### src/verilog/gsc_pkg.sv
// Constants and types shared by the gauge standard command map
package gsc_pkg;

    // Command code pairs: the low code carries the low byte of a 16-bit word
    localparam int unsigned NUM_WORDS      = 32;
    localparam int unsigned WORD_IDX_WIDTH = 5;
    localparam logic [7:0] CODE_CONTROL_WORD          = 8'h00;
    localparam logic [7:0] CODE_LOAD_RATE_SETPOINT    = 8'h02;
    localparam logic [7:0] CODE_RATE_BASED_EMPTY_TIME = 8'h04;
    localparam logic [7:0] CODE_THERMISTOR_READING    = 8'h06;
    localparam logic [7:0] CODE_CELL_POTENTIAL_MV     = 8'h08;
    localparam logic [7:0] CODE_GAUGE_CONDITION_BITS  = 8'h0A;
    localparam logic [7:0] CODE_NOMINAL_AVAIL_CAP     = 8'h0C;
    localparam logic [7:0] CODE_FULL_AVAIL_CAP        = 8'h0E;
    localparam logic [7:0] CODE_CHARGE_LEFT           = 8'h10;
    localparam logic [7:0] CODE_FULL_CHARGE_CAPACITY  = 8'h12;
    localparam logic [7:0] CODE_MEAN_CURRENT          = 8'h14;
    localparam logic [7:0] CODE_TIME_TO_EMPTY         = 8'h16;
    localparam logic [7:0] CODE_TIME_TO_FULL          = 8'h18;
    localparam logic [7:0] CODE_STANDBY_CURRENT       = 8'h1A;
    localparam logic [7:0] CODE_STANDBY_TIME_TO_EMPTY = 8'h1C;
    localparam logic [7:0] CODE_MAX_LOAD_CURRENT      = 8'h1E;
    localparam logic [7:0] CODE_MAX_LOAD_EMPTY_TIME   = 8'h20;
    localparam logic [7:0] CODE_AVAILABLE_ENERGY      = 8'h22;
    localparam logic [7:0] CODE_AVERAGE_POWER         = 8'h24;
    localparam logic [7:0] CODE_CONST_POWER_EMPTY     = 8'h26;
    localparam logic [7:0] CODE_DIE_SENSOR_TEMP       = 8'h28;
    localparam logic [7:0] CODE_CYCLE_COUNT           = 8'h2A;
    localparam logic [7:0] CODE_STATE_OF_CHARGE       = 8'h2C;
    localparam logic [7:0] CODE_STATE_OF_HEALTH       = 8'h2E;
    localparam logic [7:0] CODE_PASSED_CHARGE         = 8'h34;
    localparam logic [7:0] CODE_INIT_DEPTH_DISCHARGE  = 8'h36;

    // Word index = code / 2; bit set where a command exists, and where it is host-writable
    localparam logic [31:0] WORD_PRESENT_MASK  = 32'h0CFF_FFFF;
    localparam logic [31:0] WORD_WRITABLE_MASK = 32'h0000_0003;
    localparam logic [4:0]  IDX_CONTROL_WORD   = 5'h00;
    localparam logic [4:0]  IDX_LOAD_RATE      = 5'h01;

    // Reset values
    localparam logic [15:0] WORD_RESET  = 16'h0000;
    localparam logic [7:0]  BYTE_RESET  = 8'h00;

    // User flash: three blocks of 32 bytes
    localparam int unsigned FLASH_BLOCKS      = 3;
    localparam int unsigned FLASH_BLOCK_BYTES = 32;
    localparam int unsigned FLASH_BYTES       = FLASH_BLOCKS * FLASH_BLOCK_BYTES;
    localparam logic [7:0]  FLASH_LIMIT       = 8'h60;
    // Subclass of the user blocks; arbitrary value
    localparam logic [7:0]  USER_SUBCLASS_DEFAULT = 8'h40;

    // Refresh period
    localparam longint unsigned REFRESH_PERIOD_MS = 1000;
    localparam longint unsigned CLK_PERIOD_NS     = 20;
    localparam longint unsigned REFRESH_CYCLES =
        (REFRESH_PERIOD_MS * 64'd1000000) / CLK_PERIOD_NS;
    localparam int unsigned TICK_WIDTH = 32;

    // Power modes
    typedef enum logic [3:0] {
        PM_NORMAL    = 4'b0001,
        PM_SLEEP     = 4'b0010,
        PM_DEEP_IDLE = 4'b0100,
        PM_HIBERNATE = 4'b1000
    } gsc_power_mode_type;

    // Byte access from the serial engine
    typedef struct packed {
        logic       valid;
        logic       write;
        logic [7:0] code;
        logic [7:0] data;
    } gsc_host_req_type;

    // Parameter flash access
    typedef struct packed {
        logic       valid;
        logic       write;
        logic [7:0] subclass;
        logic [7:0] offset;
        logic [7:0] data;
    } gsc_flash_req_type;

    // Power mode events from the gauge core
    typedef struct packed {
        logic sleepCondition;
        logic deepIdleEnable;
        logic hibernateRequest;
        logic wakeEvent;
    } gsc_mode_events_type;

endpackage
### src/verilog/gsc_command_map.sv
// Gauge standard command map: byte command codes, refresh, user flash, power modes
//
// Behaviour
// - Every command is a code pair holding one 16-bit value.
// - Results refresh and host-written values are sampled once per second only.
// - Commands are serviced in normal mode; other modes wake first.
// - Control word at 0x00/0x01, read and write even when locked.
// - Rate setpoint at 0x02/0x03 read/write; time at that rate at 0x04.
// - Pack temperature at 0x06, die temperature at 0x28, read only when locked.
// - Cell voltage at 0x08, condition flags at 0x0A, read only when locked.
// - Capacities at 0x0C, 0x0E, 0x10, 0x12; passed charge 0x34.
// - Times at 0x16, 0x18, 0x1C, 0x20 and 0x26, read only when locked.
// - Currents at 0x14, 0x1A and 0x1E, read only when locked.
// - Energy at 0x22 and power at 0x24, read only when locked.
// - Cycle count 0x2A, charge 0x2C, health 0x2E, initial discharge 0x36.
// - 96 bytes user flash as three 32-byte blocks via flash port.
// - Flash location is named by subclass and offset together.
// - Other parameter locations refused; locked mode refuses flash writes.
// - Modes normal, sleep, deep idle, hibernate change on events.
`timescale 1ns/10ps
`default_nettype none

module gsc_command_map
    import gsc_pkg::*;
#(
    parameter longint unsigned REFRESH_COUNT = REFRESH_CYCLES,
    parameter logic [7:0]      USER_SUBCLASS = USER_SUBCLASS_DEFAULT
) (
    // Clock and reset
    input  wire logic                              clk,
    input  wire logic                              srst,
    // Serial engine byte access
    input  wire gsc_host_req_type                  hostReq,
    output logic                                   hostReady,
    output logic                                   hostDone,
    output logic [7:0]                             hostRdData,
    // Gauge core results and state
    input  wire logic [NUM_WORDS-1:0][15:0]        gaugeWords,
    input  wire logic                              lockedAccessMode,
    input  wire gsc_mode_events_type               modeEvents,
    output logic                                   refreshTick,
    output logic [15:0]                            controlWord,
    output logic [15:0]                            loadRateSetpoint,
    output gsc_power_mode_type                     powerMode,
    // Parameter flash access
    input  wire gsc_flash_req_type                 flashReq,
    output logic                                   flashDone,
    output logic                                   flashRefused,
    output logic [7:0]                             flashRdData
);

    // Refresh timer
    logic [TICK_WIDTH-1:0]  tickCount_reg;
    logic                   tickHit;
    logic                   refreshTick_reg;

    // Command image
    logic [15:0]            wordImage [NUM_WORDS];
    logic [15:0]            controlWord_reg;
    logic [15:0]            loadRate_reg;

    // Host byte port
    logic                   hostAccept;
    logic                   hostWrite;
    logic [WORD_IDX_WIDTH-1:0] wordIdx;
    logic                   codeInRange;
    logic                   wordMapped;
    logic                   wordWritable;
    logic                   writeAllowed;
    logic [15:0]            selectedWord;
    logic [7:0]             selectedByte;
    logic                   hostReady_reg;
    logic                   hostDone_reg;
    logic [7:0]             hostRdData_reg;

    // Power mode
    gsc_power_mode_type     powerMode_reg;
    gsc_power_mode_type     powerMode_next;
    logic                   hostWake;

    // User flash
    logic [7:0]             flashMem [FLASH_BYTES];
    logic                   flashInRange;
    logic                   flashSubclassOk;
    logic                   flashRefuse;
    logic                   flashDoWrite;
    logic [1:0]             flashBlock;
    logic [4:0]             flashInner;
    logic                   flashDone_reg;
    logic                   flashRefused_reg;
    logic [7:0]             flashRdData_reg;

    // ---------------------------------------------------------------
    // Once-per-second refresh tick
    // ---------------------------------------------------------------
    assign tickHit = (tickCount_reg == TICK_WIDTH'(REFRESH_COUNT - 1));

    always_ff @(posedge clk) begin
        if (srst) begin
            tickCount_reg   <= '0;
            refreshTick_reg <= 1'b0;
        end else begin
            tickCount_reg   <= tickHit ? '0 : tickCount_reg + 1'b1;
            refreshTick_reg <= tickHit;
        end
    end

    // ---------------------------------------------------------------
    // Host byte decode
    // ---------------------------------------------------------------
    // Requests are held off by hostReady until the gauge is back in normal mode
    assign hostAccept   = hostReq.valid && hostReady_reg;
    assign hostWrite    = hostAccept && hostReq.write;
    assign wordIdx      = hostReq.code[5:1];
    assign codeInRange  = (hostReq.code[7:6] == 2'b00);
    assign wordMapped   = codeInRange && WORD_PRESENT_MASK[wordIdx];
    assign wordWritable = WORD_WRITABLE_MASK[wordIdx];
    // Outside locked mode a read-only word may be overwritten until the next refresh
    assign writeAllowed = hostWrite && wordMapped
                          && (wordWritable || !lockedAccessMode);
    assign selectedWord = wordMapped ? wordImage[wordIdx] : WORD_RESET;
    assign selectedByte = hostReq.code[0] ? selectedWord[15:8] : selectedWord[7:0];

    // ---------------------------------------------------------------
    // Command image, one word per code pair
    // ---------------------------------------------------------------
    generate
        for (genvar i = 0; i < NUM_WORDS; i++) begin : gWord
            if (!WORD_PRESENT_MASK[i]) begin : gAbsent
                assign wordImage[i] = WORD_RESET;
            end else begin : gPresent
                logic        hitLow;
                logic        hitHigh;
                logic [15:0] word_reg;
                // One local flop per word keeps every array element to a single driver
                assign wordImage[i] = word_reg;
                assign hitLow  = writeAllowed && (wordIdx == WORD_IDX_WIDTH'(i))
                                 && !hostReq.code[0];
                assign hitHigh = writeAllowed && (wordIdx == WORD_IDX_WIDTH'(i))
                                 && hostReq.code[0];
                always_ff @(posedge clk) begin
                    if (srst) begin
                        word_reg <= WORD_RESET;
                    end else if (!WORD_WRITABLE_MASK[i] && refreshTick_reg) begin
                        // Fresh results win over a stale host override
                        word_reg <= gaugeWords[i];
                    end else begin
                        if (hitLow) begin
                            word_reg[7:0] <= hostReq.data;
                        end
                        if (hitHigh) begin
                            word_reg[15:8] <= hostReq.data;
                        end
                    end
                end
            end
        end
    endgenerate

    // Time at the host rate is computed by the core from the sampled setpoint below
    always_ff @(posedge clk) begin
        if (srst) begin
            controlWord_reg <= WORD_RESET;
            loadRate_reg    <= WORD_RESET;
        end else if (refreshTick_reg) begin
            controlWord_reg <= wordImage[IDX_CONTROL_WORD];
            loadRate_reg    <= wordImage[IDX_LOAD_RATE];
        end
    end

    // ---------------------------------------------------------------
    // Host answer: one cycle after the accepting edge
    // ---------------------------------------------------------------
    always_ff @(posedge clk) begin
        if (srst) begin
            hostDone_reg   <= 1'b0;
            hostRdData_reg <= BYTE_RESET;
        end else begin
            hostDone_reg <= hostAccept;
            if (hostAccept && !hostReq.write) begin
                hostRdData_reg <= selectedByte;
            end
        end
    end

    // ---------------------------------------------------------------
    // Power mode sequencing
    // ---------------------------------------------------------------
    // A held request is itself the wake event; deep idle drops to sleep first
    assign hostWake = hostReq.valid || flashReq.valid;

    always_comb begin
        powerMode_next = powerMode_reg;
        unique case (powerMode_reg)
            PM_NORMAL: begin
                if (modeEvents.sleepCondition && !hostWake) begin
                    powerMode_next = PM_SLEEP;
                end
            end
            PM_SLEEP: begin
                if (hostWake || !modeEvents.sleepCondition || modeEvents.wakeEvent) begin
                    powerMode_next = PM_NORMAL;
                end else if (modeEvents.hibernateRequest) begin
                    powerMode_next = PM_HIBERNATE;
                end else if (modeEvents.deepIdleEnable) begin
                    powerMode_next = PM_DEEP_IDLE;
                end
            end
            PM_DEEP_IDLE: begin
                if (hostWake || modeEvents.wakeEvent || !modeEvents.sleepCondition) begin
                    powerMode_next = PM_SLEEP;
                end
            end
            PM_HIBERNATE: begin
                if (hostWake || modeEvents.wakeEvent) begin
                    powerMode_next = PM_NORMAL;
                end
            end
            default: begin
                powerMode_next = PM_NORMAL;
            end
        endcase
    end

    always_ff @(posedge clk) begin
        if (srst) begin
            powerMode_reg <= PM_NORMAL;
            hostReady_reg <= 1'b1;
        end else begin
            powerMode_reg <= powerMode_next;
            hostReady_reg <= (powerMode_next == PM_NORMAL);
        end
    end

    // ---------------------------------------------------------------
    // User flash: subclass plus offset, three 32-byte blocks
    // ---------------------------------------------------------------
    assign flashSubclassOk = (flashReq.subclass == USER_SUBCLASS);
    assign flashInRange    = (flashReq.offset < FLASH_LIMIT);
    assign flashBlock      = flashReq.offset[6:5];
    assign flashInner      = flashReq.offset[4:0];
    // Served even outside normal mode: this port never waits on the mode machine
    assign flashRefuse     = !flashSubclassOk || !flashInRange
                             || (flashReq.write && lockedAccessMode);
    assign flashDoWrite    = flashReq.valid && flashReq.write && !flashRefuse;

    // Non-volatile content is not cleared by reset
    always_ff @(posedge clk) begin
        if (flashDoWrite) begin
            flashMem[{flashBlock, flashInner}] <= flashReq.data;
        end
    end

    always_ff @(posedge clk) begin
        if (srst) begin
            flashDone_reg    <= 1'b0;
            flashRefused_reg <= 1'b0;
            flashRdData_reg  <= BYTE_RESET;
        end else begin
            flashDone_reg    <= flashReq.valid;
            flashRefused_reg <= flashReq.valid && flashRefuse;
            if (flashReq.valid && !flashReq.write) begin
                flashRdData_reg <= flashRefuse ? BYTE_RESET
                                               : flashMem[{flashBlock, flashInner}];
            end
        end
    end

    // ---------------------------------------------------------------
    // Outputs
    // ---------------------------------------------------------------
    assign hostReady        = hostReady_reg;
    assign hostDone         = hostDone_reg;
    assign hostRdData       = hostRdData_reg;
    assign refreshTick      = refreshTick_reg;
    assign controlWord      = controlWord_reg;
    assign loadRateSetpoint = loadRate_reg;
    assign powerMode        = powerMode_reg;
    assign flashDone        = flashDone_reg;
    assign flashRefused     = flashRefused_reg;
    assign flashRdData      = flashRdData_reg;

endmodule // gsc_command_map

`default_nettype wire

### config.mk
export PLATFORM = sky130hd
export DESIGN_NAME = gsc_command_map
export DESIGN_NICKNAME = d
export VERILOG_FILES = /design/src/verilog/gsc_pkg.sv /design/src/verilog/gsc_command_map.sv
export SDC_FILE = /design/constraint.sdc
export NUM_CORES = 2
export LEC_CHECK = 0
export BUFFER_PORTS_ARGS = -buffer_cell sky130_fd_sc_hd__buf_2
export CAP_MARGIN = 10
export CORE_MARGIN = 1
export CORE_UTILIZATION = 59
export CTS_CLUSTER_DIAMETER = 120
export CTS_CLUSTER_SIZE = 40
export DETAILED_ROUTE_END_ITERATION = 8
export PLACE_DENSITY = 0.88
export SYNTH_ARGS = -nofsm -noshare
export SYNTH_HDL_FRONTEND = slang
export SYNTH_SLANG_ARGS = --single-unit
export TNS_END_PERCENT = 10
### constraint.sdc
create_clock -name clk -period 2.6 [get_ports clk]
set_input_delay 0.26 -clock clk [delete_from_list [all_inputs] [get_ports clk]]
set_output_delay 0.26 -clock clk [all_outputs]
set_load 0.03 [all_outputs]
==> results.txt, run 1 <==
Seq cells post-synth: 1,273
Tool Error: [ERROR GRT-0116] Global routing finished with congestion. Check the congestion regions in the DRC Viewer.
Syn nets: 5,181
Distinct cells, synth: 79
Most common cell in the netlist: edfxtp_1
Compound-Gate Fraction of Synth Area: 13.4%
All-layer global routing usage: 44.3%
Adder-Cell Fraction of Synth Area: 0.0226%
CTS Buf Count: 38
EDFF count, synth: 768
Status: did not finish
XOR/XNOR Fraction of Synth Area: 0.458%
Largest family of logic cells by synthesized area: compound AO/OA/AOI/OAI gates
IO Count: 620
Avg Synthesized Cell Area: 12.0 sq um
Post-CTS sizing: 0
Area contributors post-synth: edfxtp_1 (42%), dfxtp_1 (18%), mux4_2 (6.8%)
Die Y: 309 um
CTS H-tree lvls: 2
Placement Rows: 112
Clock sink count: 1,273
Leading area contributor after synthesis: edfxtp_1
Clock root cell: clkbuf_16
Multiplexer area fraction after synthesis: 12.5%
CTS max path bufs: 3
Post-synth top area share: 41.6%
Starting density of the core: 59.5%
Last flow stage reached: 5_1_grt
Final GP Congestion: 1.04
Die extent in x: 309 um
I/O Buffers: 491
Post-Synth Simple-Gate Area: 10.4%
Detailed placement HPWL: 133,000 um
First-pass GRT wire length: 308,000 um
Mapped cell area: 55,500 sq um
Post-Syn Instances: 4,617
Sequential area share after synthesis: 59.8%
Largest net degree at the start of global routing: 113
Ys Warns: 0
Most instantiated cells after synthesis: edfxtp_1 (768), nor2_1 (598), dfxtp_1 (505)
Vias in the first global route: 48.4k
GRT Residual Overflow: 44
Share of flip-flops with an asynchronous set or reset: 0%
Main flop type after synthesis: edfxtp_1
## what timing repair did
action	in CTS
hold buffers	330
buffers inserted	0
hold endpoints to repair	327
## metal layers
| layer | global-route usage [%] | overflow |
|---|---|---|
| met1 | 51.3 | 0 |
| met2 | 65.2 | 34 |
| met3 | 20.2 | 0 |
| met4 | 30.8 | 10 |
| met5 | 4.90 | 0 |
## metrics by stage
step | setup WS (ps) | instances | instance area [sq um]
after global placement | 127 | 6321 | 61300
after detailed placement | 1.09 | 6321 | 61300
after floorplan | 195 | 4617 | 55500
after CTS | 41.1 | 6716 | 65800
## logic make-up after synthesis
logic type	Yosys count
adders and majority gates	1
DFF	1273
xor gates and xnor gates	29
AOI/OAI and AO/OA	1040
muxes	477
buffers and inverters	437
and+or+nand+nor	1360
==> inputs of run 2 (changes only) <==
Settings changed: CORE_UTILIZATION 59 to 40, CTS_CLUSTER_DIAMETER 120 to unset, CTS_CLUSTER_SIZE 40 to unset, PLACE_DENSITY 0.88 to unset, PLACE_DENSITY_LB_ADDON set to 0.15.
==> run 2 against run 1 <==
  * The flow now finishes without violations
  * Synthesized cell count unchanged
  * Synthesized area unchanged
==> results.txt, run 2 <==
Status: complete, no violations
FF-to-FF End: gWord[17].gPresent.word_reg[15]
Leading cell type in the layout, fill and taps excluded: edfxtp_1
IO Count: 620
Pre-Repair DR Iteration Count: 9
Core area: 137,000 sq um
R2R depth: 8
Ys Warns: 0
Share of flip-flops with an asynchronous set or reset: 0%
Max FFs per register: 768
Syn nets: 5,181
Via count: 45.2k
All-layer global routing usage: 29.1%
Die area: 140,000 sq um
Area contributors post-synth: edfxtp_1 (42%), dfxtp_1 (18%), mux4_2 (6.8%)
Seq cells post-synth: 1,273
Worst reg2reg startpoint: hostReady
Maxcap violations: 0
Pre-CTS WS: -44.2 ps
Hold Fails Final Rpt: 0
Clock Skews: 36.1 ps
Clock transition at the registers of the reported paths: 60 ps
Worst hold endpoint: gWord[19].gPresent.word_reg[3]
PD cells: 627 nW/um^2
Post-DR wirelength/cell: 27.6 um
Vias in the first global route: 43.7k
First-pass GRT wire length: 301,000 um
Combinational Power Share: 7.5%
Main flop type after synthesis: edfxtp_1
Routed Antenna Nets: 0
Static Leakage: 0.0249 uW
Crit-path max FO: 72
Worst hold path class: in2reg
Rel. slew slack: 36.5%
CTS max path bufs: 3
Avg Synthesized Cell Area: 12.0 sq um
Slowest Stage Delay on Critical Path: 590 ps
Pwr Total: 44,700 uW
Fill count: 11.8k
Seq pwr share: 47.8%
Setup Viol. Count Final: 0
NumNets Final: 6,251
Area Growth Syn to Fin: 28.7%
Distinct cells, synth: 79
Worst VDD drop: 595 uV
CP endpoint kind: flip-flop
Clock latency on the worst-skew pair: 780 ps
Final non-filler cell total: 7,602
Sw Ratio: 23.1%
Clk pwr share: 44.7%
Slew Limit Fails: 0
Post-synth top area share: 41.6%
Share of layout cells above drive strength 1: 23.6%
Starting density of the core: 40.3%
GRT Residual Overflow: 0
WHS Path Cells: 4
Die extent in x: 374 um
EDFF count, synth: 768
Critical Path, Cell by Cell: nand4bb_4, nor3_4, nand3_2, buf_12, nor2_4, nand2_1, a311oi_1, dlygate4sd3_1
Most frequent cells in the layout: edfxtp_1 (768), nor2_1 (597), dfxtp_1 (504)
CTS H-tree lvls: 4
Placed instance count: 6,908
WS Path Type: reg2reg
Most common cell in the netlist: edfxtp_1
Detailed placement HPWL: 141,000 um
CTS tree: built
WP data required: 3320 ps
WHS: 35.6 ps
Largest net degree at the start of global routing: 158
RSZ-0062 raised after global routing: yes
Min Tclk post-route: 2530 ps
1st-iter DRT viols: 5,049
Clock sink count: 1,273
CTS Buf Count: 141
Initial antenna violation count: 17
Placement Rows: 136
Internal power: 34,400 uW
Period utilisation layout: 97.5%
Drt total wl: 210,000 um
R2r setup slk: 70 ps
I/O Buffers: 491
Least-Margin Pin Slew: 952 ps
HP Start: hostReq[3]
Smallest setup slack after layout: 65.6 ps
Vias per cell: 5.95
Clock root cell: clkbuf_16
Arr. time, crit path: 3250 ps
Setup crit start: hostReady
Mapped cell area: 55,500 sq um
Die Y: 374 um
Most instantiated cells after synthesis: edfxtp_1 (768), nor2_1 (598), dfxtp_1 (505)
Critical Path Start Type: flip-flop
Leading area contributor after synthesis: edfxtp_1
P_sw: 10,300 uW
Final GP Congestion: 0.915
Post-Syn Instances: 4,617
Slowest CP cell: dlygate4sd3_1
Sequential area share after synthesis: 59.8%
DRC errors left: 0
Max Fclk: 395 MHz
run 2: worst max-delay path by stage:
| stage | endpoint | slack (ps) | cells after the start |
|---|---|---|---|
| floorplan | flashMem[89][0] | 190 | 9 |
| global placement | flashMem[44][5] | -9 | 11 |
| detailed placement | flashMem[47][3] | -40 | 11 |
| CTS | gWord[27].gPresent.word_reg[15] | 40 | 8 |
| global route | gWord[3].gPresent.word_reg[1] | -80 | 9 |
| finish | gWord[17].gPresent.word_reg[15] | 70 | 8 |
run 2: repair_timing:
action,4_1_cts,5_1_grt
endpoints found under the setup margin,0,24
hold endpoints to repair,491,0
hold buffers,428,0
resized for setup,0,4
buffers inserted,0,2
run 2: cell type report:
cell class | instances | area, sq um | area share, %
Tap cell | 1794 | 2240 | 3.14
Clock inverter | 61 | 703 | 0.985
Sequential cell | 1273 | 33200 | 46.5
Antenna cell | 12 | 30.0 | 0.0421
Timing Repair Buffer | 1349 | 10900 | 15.3
Multi-Input combinational cell | 2907 | 20400 | 28.6
Clock buffer | 191 | 3850 | 5.39
Inverter | 15 | 63.8 | 0.0894
run 2: layer usage:
metal	global-route usage (%)	part of all wire [%]	vias up	wire, um
met4	14.2	5.2	6	10900
met3	5.88	8.8	495	18400
met5	0	0.034	-	72
met1	39.9	42	22478	87500
li1	-	-	19855	-
met2	43.9	44	2398	92900
run 2: power by group through the flow:
stage	Clock [uW]	Combinational (uW)	Sequential, uW
4_1_cts	20300	3300	21400
2_1_floorplan	0	1190	21800
6_report	20000	3360	21400
3_3_place_gp	0	2790	21800
5_1_grt	21100	3470	21400
3_5_place_dp	0	2800	21800
run 2: logic make-up (layout without fill, tap and decap cells):
family	count (synthesis)	after routing	share of synthesized area [%]
compound gates	1040	1040	13.4
xor+xnor	29	29	0.458
fa+ha+maj	1	1	0.0225
buf+inv	437	1616	3.50
flops	1273	1273	59.8
mux	477	477	12.5
other cells	0	12	0
simple gates	1360	1360	10.4
run 2: stage by stage:
step | TNS [ps] | util [%] | cell area [sq um]
floorplan | 0 | - | 55500
global placement | -45.4 | 45.4 | 62500
detailed placement | -1040 | 45.4 | 62500
CTS | 0 | 51.9 | 71300
global route | -201 | 51.9 | 71400
finish | 0 | 51.9 | 71400
run 2: worst max-delay path: cells and delay by family, from the launching register on:
family                 cells  cell delay [ps]
AOI/OAI and AO/OA          1              340
and+or+nand+nor            5              920
buffers and inverters      2              800
DFF                        1              380
Power figures use the tool's default switching activity.
